File: src/ebhh_pkg.sv
// shared constants, types and decode functions for the hold handoff block
// assumes a single 100 MHz system clock that is also the cpu clock period
package ebhh_pkg;

  // ************************************************************
  // clock and time
  // ************************************************************
  localparam int CLK_PERIOD_NS  = 10;
  localparam int CPU_PERIOD_NS  = 10;
  localparam int SYNC_DEPTH     = 2;
  // times in cpu clock periods
  localparam int HIZ_MIN_P      = 4;
  localparam int ACK_MAX_P      = 2;
  localparam int RESUME_MIN_P   = 3;
  localparam int RESUME_MAX_P   = 7;
  // least times round up, longest round down
  localparam int HIZ_MIN_CYC    = (HIZ_MIN_P * CPU_PERIOD_NS + CLK_PERIOD_NS - 1) / CLK_PERIOD_NS;
  localparam int ACK_MAX_CYC    = (ACK_MAX_P * CPU_PERIOD_NS) / CLK_PERIOD_NS;
  localparam int RESUME_MIN_CYC = (RESUME_MIN_P * CPU_PERIOD_NS + CLK_PERIOD_NS - 1) / CLK_PERIOD_NS;
  localparam int RESUME_MAX_CYC = (RESUME_MAX_P * CPU_PERIOD_NS) / CLK_PERIOD_NS;
  // waits left after the synchroniser latency
  localparam int HIZ_WAIT_CYC   = HIZ_MIN_CYC - SYNC_DEPTH;
  localparam int DRIVE_WAIT_CYC = RESUME_MIN_CYC - SYNC_DEPTH;

  // ************************************************************
  // access timing
  // ************************************************************
  localparam int MEM_CLK_DIV      = 2;
  localparam int LEAD_CYC         = MEM_CLK_DIV;
  localparam int SYNC_CMD_CYC     = MEM_CLK_DIV;
  localparam int ASYNC_STROBE_CYC = 4;
  localparam logic [3:0] BURST_LIMIT_RUN = 4'h8;
  localparam logic [3:0] CNT_RST  = 4'h0;

  // ************************************************************
  // widths, fields and reset values
  // ************************************************************
  localparam int DATA_W     = 32;
  localparam int ADDR_HI    = 21;
  localparam int ADDR_LO    = 2;
  localparam int CE_W       = 4;
  localparam int BE_W       = 4;
  localparam int A10_ADDR_BIT = 12;
  localparam logic [1:0] SYNC_RST_VAL = 2'h2;
  localparam logic [2:0] STROBE_IDLE  = 3'h7;

  // dram commands as {row, column, write} strobes, active low
  localparam logic [2:0] CMD_BANK_ACTIVATE_CMD = 3'h3;
  localparam logic [2:0] CMD_PRE  = 3'h2;
  localparam logic [2:0] CMD_REFRESH_CMD = 3'h1;
  localparam logic [2:0] CMD_MODE = 3'h0;
  localparam logic [2:0] CMD_READ = 3'h5;
  localparam logic [2:0] CMD_WRT  = 3'h4;

  // ************************************************************
  // types
  // ************************************************************
  typedef enum logic [3:0] {
    KIND_ASYNC_RD = 4'h0,
    KIND_ASYNC_WR = 4'h1,
    KIND_DRAM_RD  = 4'h2,
    KIND_DRAM_WR  = 4'h3,
    KIND_DRAM_ACT = 4'h4,
    KIND_DRAM_PRE = 4'h5,
    KIND_DRAM_REF = 4'h6,
    KIND_DRAM_MOD = 4'h7,
    KIND_SBS_RD   = 4'h8,
    KIND_SBS_WR   = 4'h9
  } ebhh_kind_type;

  typedef enum logic [2:0] {
    ST_IDLE = 3'h0,
    ST_LEAD = 3'h1,
    ST_SCMD = 3'h2,
    ST_ASTB = 3'h3,
    ST_HIZW = 3'h4,
    ST_HOLD = 3'h5,
    ST_RELW = 3'h6
  } ebhh_state_type;

  // ************************************************************
  // decode functions
  // ************************************************************
  function automatic logic is_dram_rw(input ebhh_kind_type k);
    return (k == KIND_DRAM_RD) || (k == KIND_DRAM_WR);
  endfunction

  function automatic logic is_sync_wr(input ebhh_kind_type k);
    return (k == KIND_DRAM_WR) || (k == KIND_SBS_WR);
  endfunction

  function automatic logic is_async(input ebhh_kind_type k);
    return (k == KIND_ASYNC_RD) || (k == KIND_ASYNC_WR);
  endfunction

  function automatic logic is_read(input ebhh_kind_type k);
    return (k == KIND_ASYNC_RD) || (k == KIND_DRAM_RD) || (k == KIND_SBS_RD);
  endfunction

endpackage

File: src/ebhh_top.sv
// external memory port with bus hold handoff to an outside master
// assumes one system clock equal to the cpu clock; user side on that clock
`timescale 1ns/1ps
module ebhh_top
  import ebhh_pkg::*;
(
  // clock and reset
  input  wire logic                   I_CLK_SYS,
  input  wire logic                   I_SYS_RST,
  // access request
  input  wire logic                   I_ACC_VALID,
  output logic                        O_ACC_READY,
  input  wire ebhh_kind_type          I_ACC_KIND,
  input  wire logic [1:0]             I_ACC_SPACE,
  input  wire logic [ADDR_HI:ADDR_LO] I_ACC_ADDR,
  input  wire logic [BE_W-1:0]        I_ACC_BE,
  input  wire logic [DATA_W-1:0]      I_ACC_WDATA,
  // access answer
  output logic                        O_ACC_DONE,
  output logic                        O_RD_VALID,
  output logic [DATA_W-1:0]           O_RD_DATA,
  // control
  input  wire logic                   I_GRANT_REFUSE_BIT,
  input  wire logic                   I_BURST_LIMIT_SETTING,
  // hold handshake
  input  wire logic                   I_HOLD_REQ_N,
  output logic                        O_BUS_GRANT_ACK_N,
  // memory port
  output logic                        O_MEMORY_OUTPUT_CLOCK,
  output logic                        O_MEMORY_BUS_OE_N,
  output logic [CE_W-1:0]             O_CHIP_EN_N,
  output logic [BE_W-1:0]             O_BYTE_LANE_ENABLES_N,
  output logic [ADDR_HI:ADDR_LO]      O_MEMORY_ADDRESS_BUS,
  output logic [DATA_W-1:0]           O_MEMORY_DATA_BUS,
  output logic                        O_MEMORY_DATA_BUS_OE_N,
  input  wire logic [DATA_W-1:0]      I_MEMORY_DATA_BUS,
  output logic                        O_ASYNC_READ_STROBE_N,
  output logic                        O_ASYNC_OUTPUT_ENABLE_N,
  output logic                        O_ASYNC_WRITE_STROBE_N,
  input  wire logic                   I_ASYNC_READY_INPUT,
  output logic                        O_DRAM_ROW_STROBE_N,
  output logic                        O_DRAM_COLUMN_STROBE_N,
  output logic                        O_DRAM_WRITE_STROBE_N,
  output logic                        O_DRAM_A10_LINE
);

  // ************************************************************
  // declarations
  // ************************************************************
  ebhh_state_type            state_r;
  ebhh_kind_type             kind_r;
  logic [3:0]                cnt_r;
  logic [3:0]                burst_cnt_r;
  logic [1:0]                space_r;
  logic [ADDR_HI:ADDR_LO]    addr_r;
  logic [BE_W-1:0]           be_r;
  logic [DATA_W-1:0]         wdata_r;
  logic [DATA_W-1:0]         din_s1_r;
  logic [DATA_W-1:0]         din_s2_r;
  logic [1:0]                pin_sync;
  logic                      hold_req;
  logic                      ready_sync;
  logic                      hold_pend;
  logic                      burst_ok;
  logic                      accept;
  logic                      acc_end;
  logic                      write_run_r;
  logic                      bus_hiz_r;
  logic                      data_oe_n_r;
  logic [2:0]                strobe_nxt;
  logic [2:0]                strobe_r;

  // ************************************************************
  // pin synchronisers
  // ************************************************************
  ebhh_sync2 #(
    .W       (2),
    .RST_VAL (SYNC_RST_VAL)
  ) u_sync (
    .i_clk   (I_CLK_SYS),
    .i_rst   (I_SYS_RST),
    .i_async ({I_HOLD_REQ_N, I_ASYNC_READY_INPUT}),
    .o_sync  (pin_sync)
  );

  assign hold_req   = ~pin_sync[1];
  assign ready_sync = pin_sync[0];

  // ************************************************************
  // acceptance and hold arbitration
  // ************************************************************
  assign hold_pend = hold_req && !I_GRANT_REFUSE_BIT;
  assign burst_ok  = I_BURST_LIMIT_SETTING && is_dram_rw(I_ACC_KIND) &&
                     (burst_cnt_r != CNT_RST) && (burst_cnt_r < BURST_LIMIT_RUN);
  assign O_ACC_READY = (state_r == ST_IDLE) && (!hold_pend || burst_ok);
  assign accept      = I_ACC_VALID && O_ACC_READY;
  assign acc_end     = ((state_r == ST_SCMD) && (cnt_r == 4'(SYNC_CMD_CYC - 1))) ||
                       ((state_r == ST_ASTB) && (cnt_r == 4'(ASYNC_STROBE_CYC - 1)) && ready_sync);

  // ************************************************************
  // main state machine
  // ************************************************************
  always_ff @(posedge I_CLK_SYS) begin
    if (I_SYS_RST) begin
      state_r <= ST_IDLE;
      cnt_r   <= CNT_RST;
    end else begin
      unique case (state_r)
        ST_IDLE: begin
          cnt_r <= CNT_RST;
          if (accept) begin
            if (is_sync_wr(I_ACC_KIND) && !write_run_r) begin
              state_r <= ST_LEAD;
            end else if (is_async(I_ACC_KIND)) begin
              state_r <= ST_ASTB;
            end else begin
              state_r <= ST_SCMD;
            end
          end else if (hold_pend) begin
            state_r <= ST_HIZW;
          end
        end
        ST_LEAD: begin
          if (cnt_r == 4'(LEAD_CYC - 1)) begin
            state_r <= ST_SCMD;
            cnt_r   <= CNT_RST;
          end else begin
            cnt_r <= cnt_r + 4'h1;
          end
        end
        ST_SCMD: begin
          if (acc_end) begin
            state_r <= ST_IDLE;
            cnt_r   <= CNT_RST;
          end else begin
            cnt_r <= cnt_r + 4'h1;
          end
        end
        ST_ASTB: begin
          if (cnt_r != 4'(ASYNC_STROBE_CYC - 1)) begin
            cnt_r <= cnt_r + 4'h1;
          end else if (ready_sync) begin
            state_r <= ST_IDLE;
            cnt_r   <= CNT_RST;
          end
        end
        ST_HIZW: begin
          if (!hold_pend) begin
            state_r <= ST_IDLE;
            cnt_r   <= CNT_RST;
          end else if (cnt_r == 4'(HIZ_WAIT_CYC - 1)) begin
            state_r <= ST_HOLD;
            cnt_r   <= CNT_RST;
          end else begin
            cnt_r <= cnt_r + 4'h1;
          end
        end
        ST_HOLD: begin
          if (!hold_req) begin
            state_r <= ST_RELW;
          end
        end
        ST_RELW: begin
          if (cnt_r == 4'(DRIVE_WAIT_CYC - 1)) begin
            state_r <= ST_IDLE;
            cnt_r   <= CNT_RST;
          end else begin
            cnt_r <= cnt_r + 4'h1;
          end
        end
        default: begin
          state_r <= ST_IDLE;
          cnt_r   <= CNT_RST;
        end
      endcase
    end
  end

  // ************************************************************
  // access capture, run tracking
  // ************************************************************
  always_ff @(posedge I_CLK_SYS) begin
    if (I_SYS_RST) begin
      kind_r  <= KIND_ASYNC_RD;
      space_r <= 2'h0;
      addr_r  <= '0;
      be_r    <= '0;
      wdata_r <= '0;
    end else if (accept) begin
      kind_r  <= I_ACC_KIND;
      space_r <= I_ACC_SPACE;
      addr_r  <= I_ACC_ADDR;
      be_r    <= I_ACC_BE;
      wdata_r <= I_ACC_WDATA;
    end
  end

  always_ff @(posedge I_CLK_SYS) begin
    if (I_SYS_RST) begin
      burst_cnt_r <= CNT_RST;
    end else if (accept) begin
      burst_cnt_r <= !is_dram_rw(I_ACC_KIND) ? CNT_RST :
                     (burst_cnt_r == BURST_LIMIT_RUN) ? burst_cnt_r : burst_cnt_r + 4'h1;
    end else if (state_r == ST_IDLE) begin
      burst_cnt_r <= CNT_RST;
    end
  end

  always_ff @(posedge I_CLK_SYS) begin
    if (I_SYS_RST) begin
      write_run_r <= 1'b0;
    end else if (acc_end && is_sync_wr(kind_r)) begin
      write_run_r <= 1'b1;
    end else if ((state_r == ST_IDLE) && !(accept && is_sync_wr(I_ACC_KIND))) begin
      write_run_r <= 1'b0;
    end
  end

  // ************************************************************
  // bus release and acknowledge
  // ************************************************************
  always_ff @(posedge I_CLK_SYS) begin
    if (I_SYS_RST) begin
      bus_hiz_r <= 1'b0;
    end else if ((state_r == ST_HIZW) && hold_pend && (cnt_r == 4'(HIZ_WAIT_CYC - 1))) begin
      bus_hiz_r <= 1'b1;
    end else if ((state_r == ST_RELW) && (cnt_r == 4'(DRIVE_WAIT_CYC - 1))) begin
      bus_hiz_r <= 1'b0;
    end
  end

  always_ff @(posedge I_CLK_SYS) begin
    if (I_SYS_RST) begin
      O_BUS_GRANT_ACK_N <= 1'b1;
    end else begin
      O_BUS_GRANT_ACK_N <= ~bus_hiz_r;
    end
  end

  // released group: pins behind the memory bus and data bus output enables
  assign O_MEMORY_BUS_OE_N      = bus_hiz_r;
  assign O_MEMORY_DATA_BUS_OE_N = data_oe_n_r | bus_hiz_r;

  // ************************************************************
  // shared strobe roles
  // ************************************************************
  always_comb begin
    strobe_nxt = STROBE_IDLE;
    if (state_r == ST_SCMD) begin
      unique case (kind_r)
        KIND_DRAM_RD:  strobe_nxt = CMD_READ;
        KIND_DRAM_WR:  strobe_nxt = CMD_WRT;
        KIND_DRAM_ACT: strobe_nxt = CMD_BANK_ACTIVATE_CMD;
        KIND_DRAM_PRE: strobe_nxt = CMD_PRE;
        KIND_DRAM_REF: strobe_nxt = CMD_REFRESH_CMD;
        KIND_DRAM_MOD: strobe_nxt = CMD_MODE;
        // row pin as output enable, column as address strobe
        KIND_SBS_RD:   strobe_nxt = 3'h1;
        KIND_SBS_WR:   strobe_nxt = 3'h4;
        default:       strobe_nxt = STROBE_IDLE;
      endcase
    end
  end

  always_ff @(posedge I_CLK_SYS) begin
    if (I_SYS_RST) begin
      strobe_r <= STROBE_IDLE;
    end else begin
      strobe_r <= strobe_nxt;
    end
  end

  assign O_DRAM_ROW_STROBE_N    = strobe_r[2];
  assign O_DRAM_COLUMN_STROBE_N = strobe_r[1];
  assign O_DRAM_WRITE_STROBE_N  = strobe_r[0];

  // ************************************************************
  // address, selects, data and async strobes
  // ************************************************************
  always_ff @(posedge I_CLK_SYS) begin
    if (I_SYS_RST) begin
      O_CHIP_EN_N             <= '1;
      O_BYTE_LANE_ENABLES_N   <= '1;
      O_MEMORY_ADDRESS_BUS    <= '0;
      O_MEMORY_DATA_BUS       <= '0;
      data_oe_n_r             <= 1'b1;
      O_DRAM_A10_LINE         <= 1'b0;
      O_ASYNC_READ_STROBE_N   <= 1'b1;
      O_ASYNC_OUTPUT_ENABLE_N <= 1'b1;
      O_ASYNC_WRITE_STROBE_N  <= 1'b1;
    end else begin
      O_CHIP_EN_N             <= '1;
      O_BYTE_LANE_ENABLES_N   <= '1;
      data_oe_n_r             <= 1'b1;
      O_DRAM_A10_LINE         <= 1'b0;
      O_ASYNC_READ_STROBE_N   <= 1'b1;
      O_ASYNC_OUTPUT_ENABLE_N <= 1'b1;
      O_ASYNC_WRITE_STROBE_N  <= 1'b1;
      O_MEMORY_ADDRESS_BUS    <= addr_r;
      O_MEMORY_DATA_BUS       <= wdata_r;
      if (state_r == ST_LEAD) begin
        data_oe_n_r <= 1'b0;
      end
      if ((state_r == ST_SCMD) || (state_r == ST_ASTB)) begin
        O_CHIP_EN_N[space_r]  <= 1'b0;
        O_BYTE_LANE_ENABLES_N <= ~be_r;
        data_oe_n_r           <= is_read(kind_r) || !(is_sync_wr(kind_r) || is_async(kind_r));
      end
      if (state_r == ST_SCMD) begin
        O_DRAM_A10_LINE <= (kind_r == KIND_DRAM_PRE) ||
                           (((kind_r == KIND_DRAM_ACT) || (kind_r == KIND_DRAM_MOD)) &&
                            addr_r[A10_ADDR_BIT]);
      end
      if (state_r == ST_ASTB) begin
        O_ASYNC_READ_STROBE_N   <= !is_read(kind_r);
        O_ASYNC_OUTPUT_ENABLE_N <= !is_read(kind_r);
        O_ASYNC_WRITE_STROBE_N  <= is_read(kind_r);
      end
    end
  end

  // ************************************************************
  // read return and memory clock
  // ************************************************************
  always_ff @(posedge I_CLK_SYS) begin
    if (I_SYS_RST) begin
      din_s1_r   <= '0;
      din_s2_r   <= '0;
      O_RD_DATA  <= '0;
      O_RD_VALID <= 1'b0;
      O_ACC_DONE <= 1'b0;
    end else begin
      din_s1_r   <= I_MEMORY_DATA_BUS;
      din_s2_r   <= din_s1_r;
      O_ACC_DONE <= acc_end;
      O_RD_VALID <= acc_end && is_read(kind_r);
      if (acc_end && is_read(kind_r)) begin
        O_RD_DATA <= din_s2_r;
      end
    end
  end

  always_ff @(posedge I_CLK_SYS) begin
    if (I_SYS_RST) begin
      O_MEMORY_OUTPUT_CLOCK <= 1'b0;
    end else begin
      O_MEMORY_OUTPUT_CLOCK <= ~O_MEMORY_OUTPUT_CLOCK;
    end
  end
endmodule

File: src/ebhh_sync2.sv
// two flip-flop synchroniser for levels arriving from pins
// assumes the destination clock is the system clock
`timescale 1ns/1ps
module ebhh_sync2 #(
  parameter int         W       = 2,
  parameter logic [1:0] RST_VAL = 2'h0
) (
  // clock and reset
  input  wire logic         i_clk,
  input  wire logic         i_rst,
  // levels
  input  wire logic [W-1:0] i_async,
  output logic      [W-1:0] o_sync
);

  logic [W-1:0] meta_r;

  always_ff @(posedge i_clk) begin
    if (i_rst) begin
      meta_r <= RST_VAL;
      o_sync <= RST_VAL;
    end else begin
      meta_r <= i_async;
      o_sync <= meta_r;
    end
  end

endmodule

File: config.mk
export PLATFORM = sky130hd
export DESIGN_NAME = ebhh_top
export DESIGN_NICKNAME = d
export VERILOG_FILES = /design/src/ebhh_pkg.sv /design/src/ebhh_top.sv /design/src/ebhh_sync2.sv
export SDC_FILE = /design/constraint.sdc
export NUM_CORES = 1
export LEC_CHECK = 0
export BUFFER_PORTS_ARGS = -buffer_cell sky130_fd_sc_hd__buf_2
export CORE_ASPECT_RATIO = 0.7
export CORE_MARGIN = 1.5
export CORE_UTILIZATION = 50
export CTS_CLUSTER_SIZE = 12
export DETAILED_ROUTE_END_ITERATION = 10
export PLACE_DENSITY = 0.84
export SLEW_MARGIN = 20
export SYNTH_ARGS = -nofsm -noshare
export SYNTH_HDL_FRONTEND = slang
export SYNTH_HIERARCHICAL = 1
export SYNTH_SLANG_ARGS = --single-unit
File: constraint.sdc
create_clock -name I_CLK_SYS -period 4.7 [get_ports I_CLK_SYS]
set_input_delay 0.235 -clock I_CLK_SYS [delete_from_list [all_inputs] [get_ports I_CLK_SYS]]
set_output_delay 0.235 -clock I_CLK_SYS [all_outputs]
set_load 0.05 [all_outputs]
==> flow_summary.ini <==
[timing]
worstMarginPinSlew_ps = 1010
clock_skew_ps = 6.70
fmax_ghz = 0.388
hold_viol = 0
rsz0062_at_grt = no
min_period_ps = 2580
fin_crit_sh_pct = 54.9
whs_ps = 31.9
relSlewSlack_pct = 32.6
setup_viol = 0
setup_tns_ps = 0
drv_slew = 0

[final_layout]
final_common_cell = dfxtp_1
diodes = 0
fin_nets = 1232
design_area_sq_um = 10800
finish.utilization_pct = 68.7
register_area_sq_um = 4920
area_growth_syn_to_layout_pct = 33.0
multi_input_area_sq_um = 2880
final_cell_mix = dfxtp_1, buf_2, nand2_1
layout-drive-gt1-share_pct = 23.6
fillers = 1193

[setup_path]
cp_top_family = simple AND/OR/NAND/NOR gates
arrival_ps = 2910
ff2ff_path_depth = 5
path_class = reg2reg
crit_chain = nand3_1, a21boi_0, nand3_2, nand2_1, a21oi_1
crit_path_top_delay_cell = dfxtp_1
critPathCaptureType = register
worstSetupStartpointType = register
worstPathRequired_ps = 5030
reg2reg_slack_ps = 2120
reg2reg_to = O_RD_DATA[24]$_SDFFE_PP0P_
cp_max_fo = 32
r2r-start = state_r[0]$_SDFFE_PP0P_
path_buf_inv = 0
max_stage_delay_ps = 780

[die]
core_area_sq_um = 15600
die_w_microns = 155
die-area_sq_um = 16900
ios = 207
start_util_pct = 51.7
rows = 38
fp.dieH_microns = 109

[synth]
syn_nets = 957
synth_cell_types = 53
syn_inst = 851
async_flop_share_pct = 0
synth_edf_count = 0
yosys_register_bits = 246
avgSynthCellArea_sq_um = 9.50
ys.flop_type = dfxtp_1
yosysSeqAreaShare_pct = 60.9
ys_warn_count = 6
synth_area_sq_um = 8080

[drt]
drt_wl_total_microns = 19600
wire_per_inst_microns = 14.8
drc_errors = 0
avgViaCountPerCell = 4.91
dr.pass1.iters = 5
num_vias = 6532
postRouteAntennaNets = 0
drtIter0Drc = 370

[power_and_ir_drop]
max-vdd-ir-drop_mv = 0.306
p_per_area_nw_per_um2 = 436
total_power_mw = 4.69
power.leakage_nw = 4.55

[placed_design]
dp.final_hpwl_microns = 11200
port_buffers = 206
gp_routability_congestion = 0.859
postPlaceCellArea_sq_um = 9170

[min_path]
hold_end = kind_r[1]$_SDFFE_PP0P_
min-delay-start = I_ACC_KIND[1]
hold_path_class = in2reg
hold_path_depth = 3

[clock_network]
cts_sinks = 246
clk_pin_slew_ps = 60
h-tree-depth = 1
post-cts-setup-buffer-count = 0
cts_tree = yes
cts_made_buffers = 24
insertion_delay_ps = 500
root_buffer = clkbuf_16
clk_path_buf_depth = 3

[global_routing]
grt_max_degree = 127
grt_pass1_vias = 6273
grt.overflow.total = 0
grt_pass1_wl_microns = 30800
grt.total_usage_pct = 22.6
grt_antenna_before_repair = 0

[run]
max_cap_viol_count = 0

[outcome]
status = finished, final reports clean
worst min-delay path: stages:
cell     delay (ps)
buf_2           130
nand2_1          70
a21oi_1          50
per-stage QoR:
stage | std cells | setup WS, ps
CTS | 1329 | 2160
detailed placement | 1208 | 2230
finish | 1329 | 2120
global placement | 1207 | 1930
global route | 1329 | 1890
floorplan | 851 | 2900
flip-flops by register name (all words and copies together), names as in the netlist, 3 cells and up:
register	flops
din_s2_r	32
O_MEMORY_ADDRESS_BUS	20
addr_r	20
strobe_r	3
be_r	4
O_MEMORY_DATA_BUS	32
wdata_r	32
cnt_r	4
state_r	3
O_RD_DATA	32
kind_r	4
O_CHIP_EN_N	4
O_BYTE_LANE_ENABLES_N	4
din_s1_r	32
burst_cnt_r	4
per-layer routing:
| layer | vias to the layer above | GRT usage [%] | wire length (microns) |
|---|---|---|---|
| met1 | 2993 | 27.9 | 8350 |
| met3 | 44 | 6.03 | 1330 |
| met4 | 0 | 7.07 | 482 |
| met5 | - | 0 | 0 |
| met2 | 212 | 38.9 | 9450 |
| li1 | 3283 | - | - |
kinds of logic (layout without fill, tap and decap cells):
| family | Yosys count | in the layout | synth area share (%) |
|---|---|---|---|
| and+or+nand+nor | 401 | 401 | 24.6 |
| DFF | 246 | 246 | 60.9 |
| xor gates and xnor gates | 2 | 2 | 0.217 |
| muxes | 2 | 2 | 0.263 |
| adders and majority gates | 5 | 5 | 0.774 |
| AOI/OAI and AO/OA | 132 | 132 | 9.64 |
| buffers and inverters | 63 | 341 | 3.56 |
layout make-up:
| cell class | instances | share of cell area (%) |
|---|---|---|
| Sequential cell | 246 | 45.8 |
| Timing Repair Buffer | 302 | 18.6 |
| Clock buffer | 29 | 6.14 |
| Inverter | 10 | 0.349 |
| Tap cell | 200 | 2.33 |
| Multi-Input combinational cell | 542 | 26.8 |
synthesized netlist by cell type, drive strengths merged (3+ instances only):
cell type | number | area share, %
a21oi | 103 | 6.8
a31oi | 6 | 0.46
and3 | 4 | 0.31
buf | 16 | 1.4
clkbuf | 37 | 1.7
dfxtp | 246 | 61
ha | 5 | 0.77
inv | 10 | 0.46
nand2 | 208 | 10
nand2b | 5 | 0.39
nand3 | 15 | 0.99
nand3b | 6 | 0.56
nand4 | 3 | 0.23
nor2 | 17 | 0.79
nor2b | 123 | 9.5
nor3 | 5 | 0.31
nor3b | 3 | 0.42
o211ai | 3 | 0.28
o21ai | 4 | 0.25
or2 | 3 | 0.23
worst max path at each step:
stage	start	end	slack, ps	cells after the start
6_report	state_r[0]$_SDFFE_PP0P_	O_RD_DATA[24]$_SDFFE_PP0P_	2120	5
5_1_grt	state_r[0]$_SDFFE_PP0P_	O_RD_DATA[1]$_SDFFE_PP0P_	1890	5
4_1_cts	state_r[0]$_SDFFE_PP0P_	O_RD_DATA[24]$_SDFFE_PP0P_	2160	5
3_5_place_dp	state_r[0]$_SDFFE_PP0P_	O_RD_DATA[24]$_SDFFE_PP0P_	2230	5
3_3_place_gp	state_r[0]$_SDFFE_PP0P_	O_RD_DATA[25]$_SDFFE_PP0P_	1930	5
2_1_floorplan	cnt_r[0]$_SDFFE_PP0P_	state_r[0]$_SDFFE_PP0P_	2900	6
power breakdown:
group / switching, mW / leakage, nW / total (mW) / internal (mW)
combinational: 0.449 / 2.21 / 0.703 / 0.254
sequential: 0.0691 / 2.01 / 2.29 / 2.22
clock: 0.725 / 0.325 / 1.70 / 0.971
total: 1.24 / 4.55 / 4.69 / 3.44
what timing repair did:
item / CTS / global route
resized for setup: 0 / 0
hold endpoints to repair: 92 / 0
hold buffers: 92 / 0
Note: power is estimated with default switching activity, not from simulation.
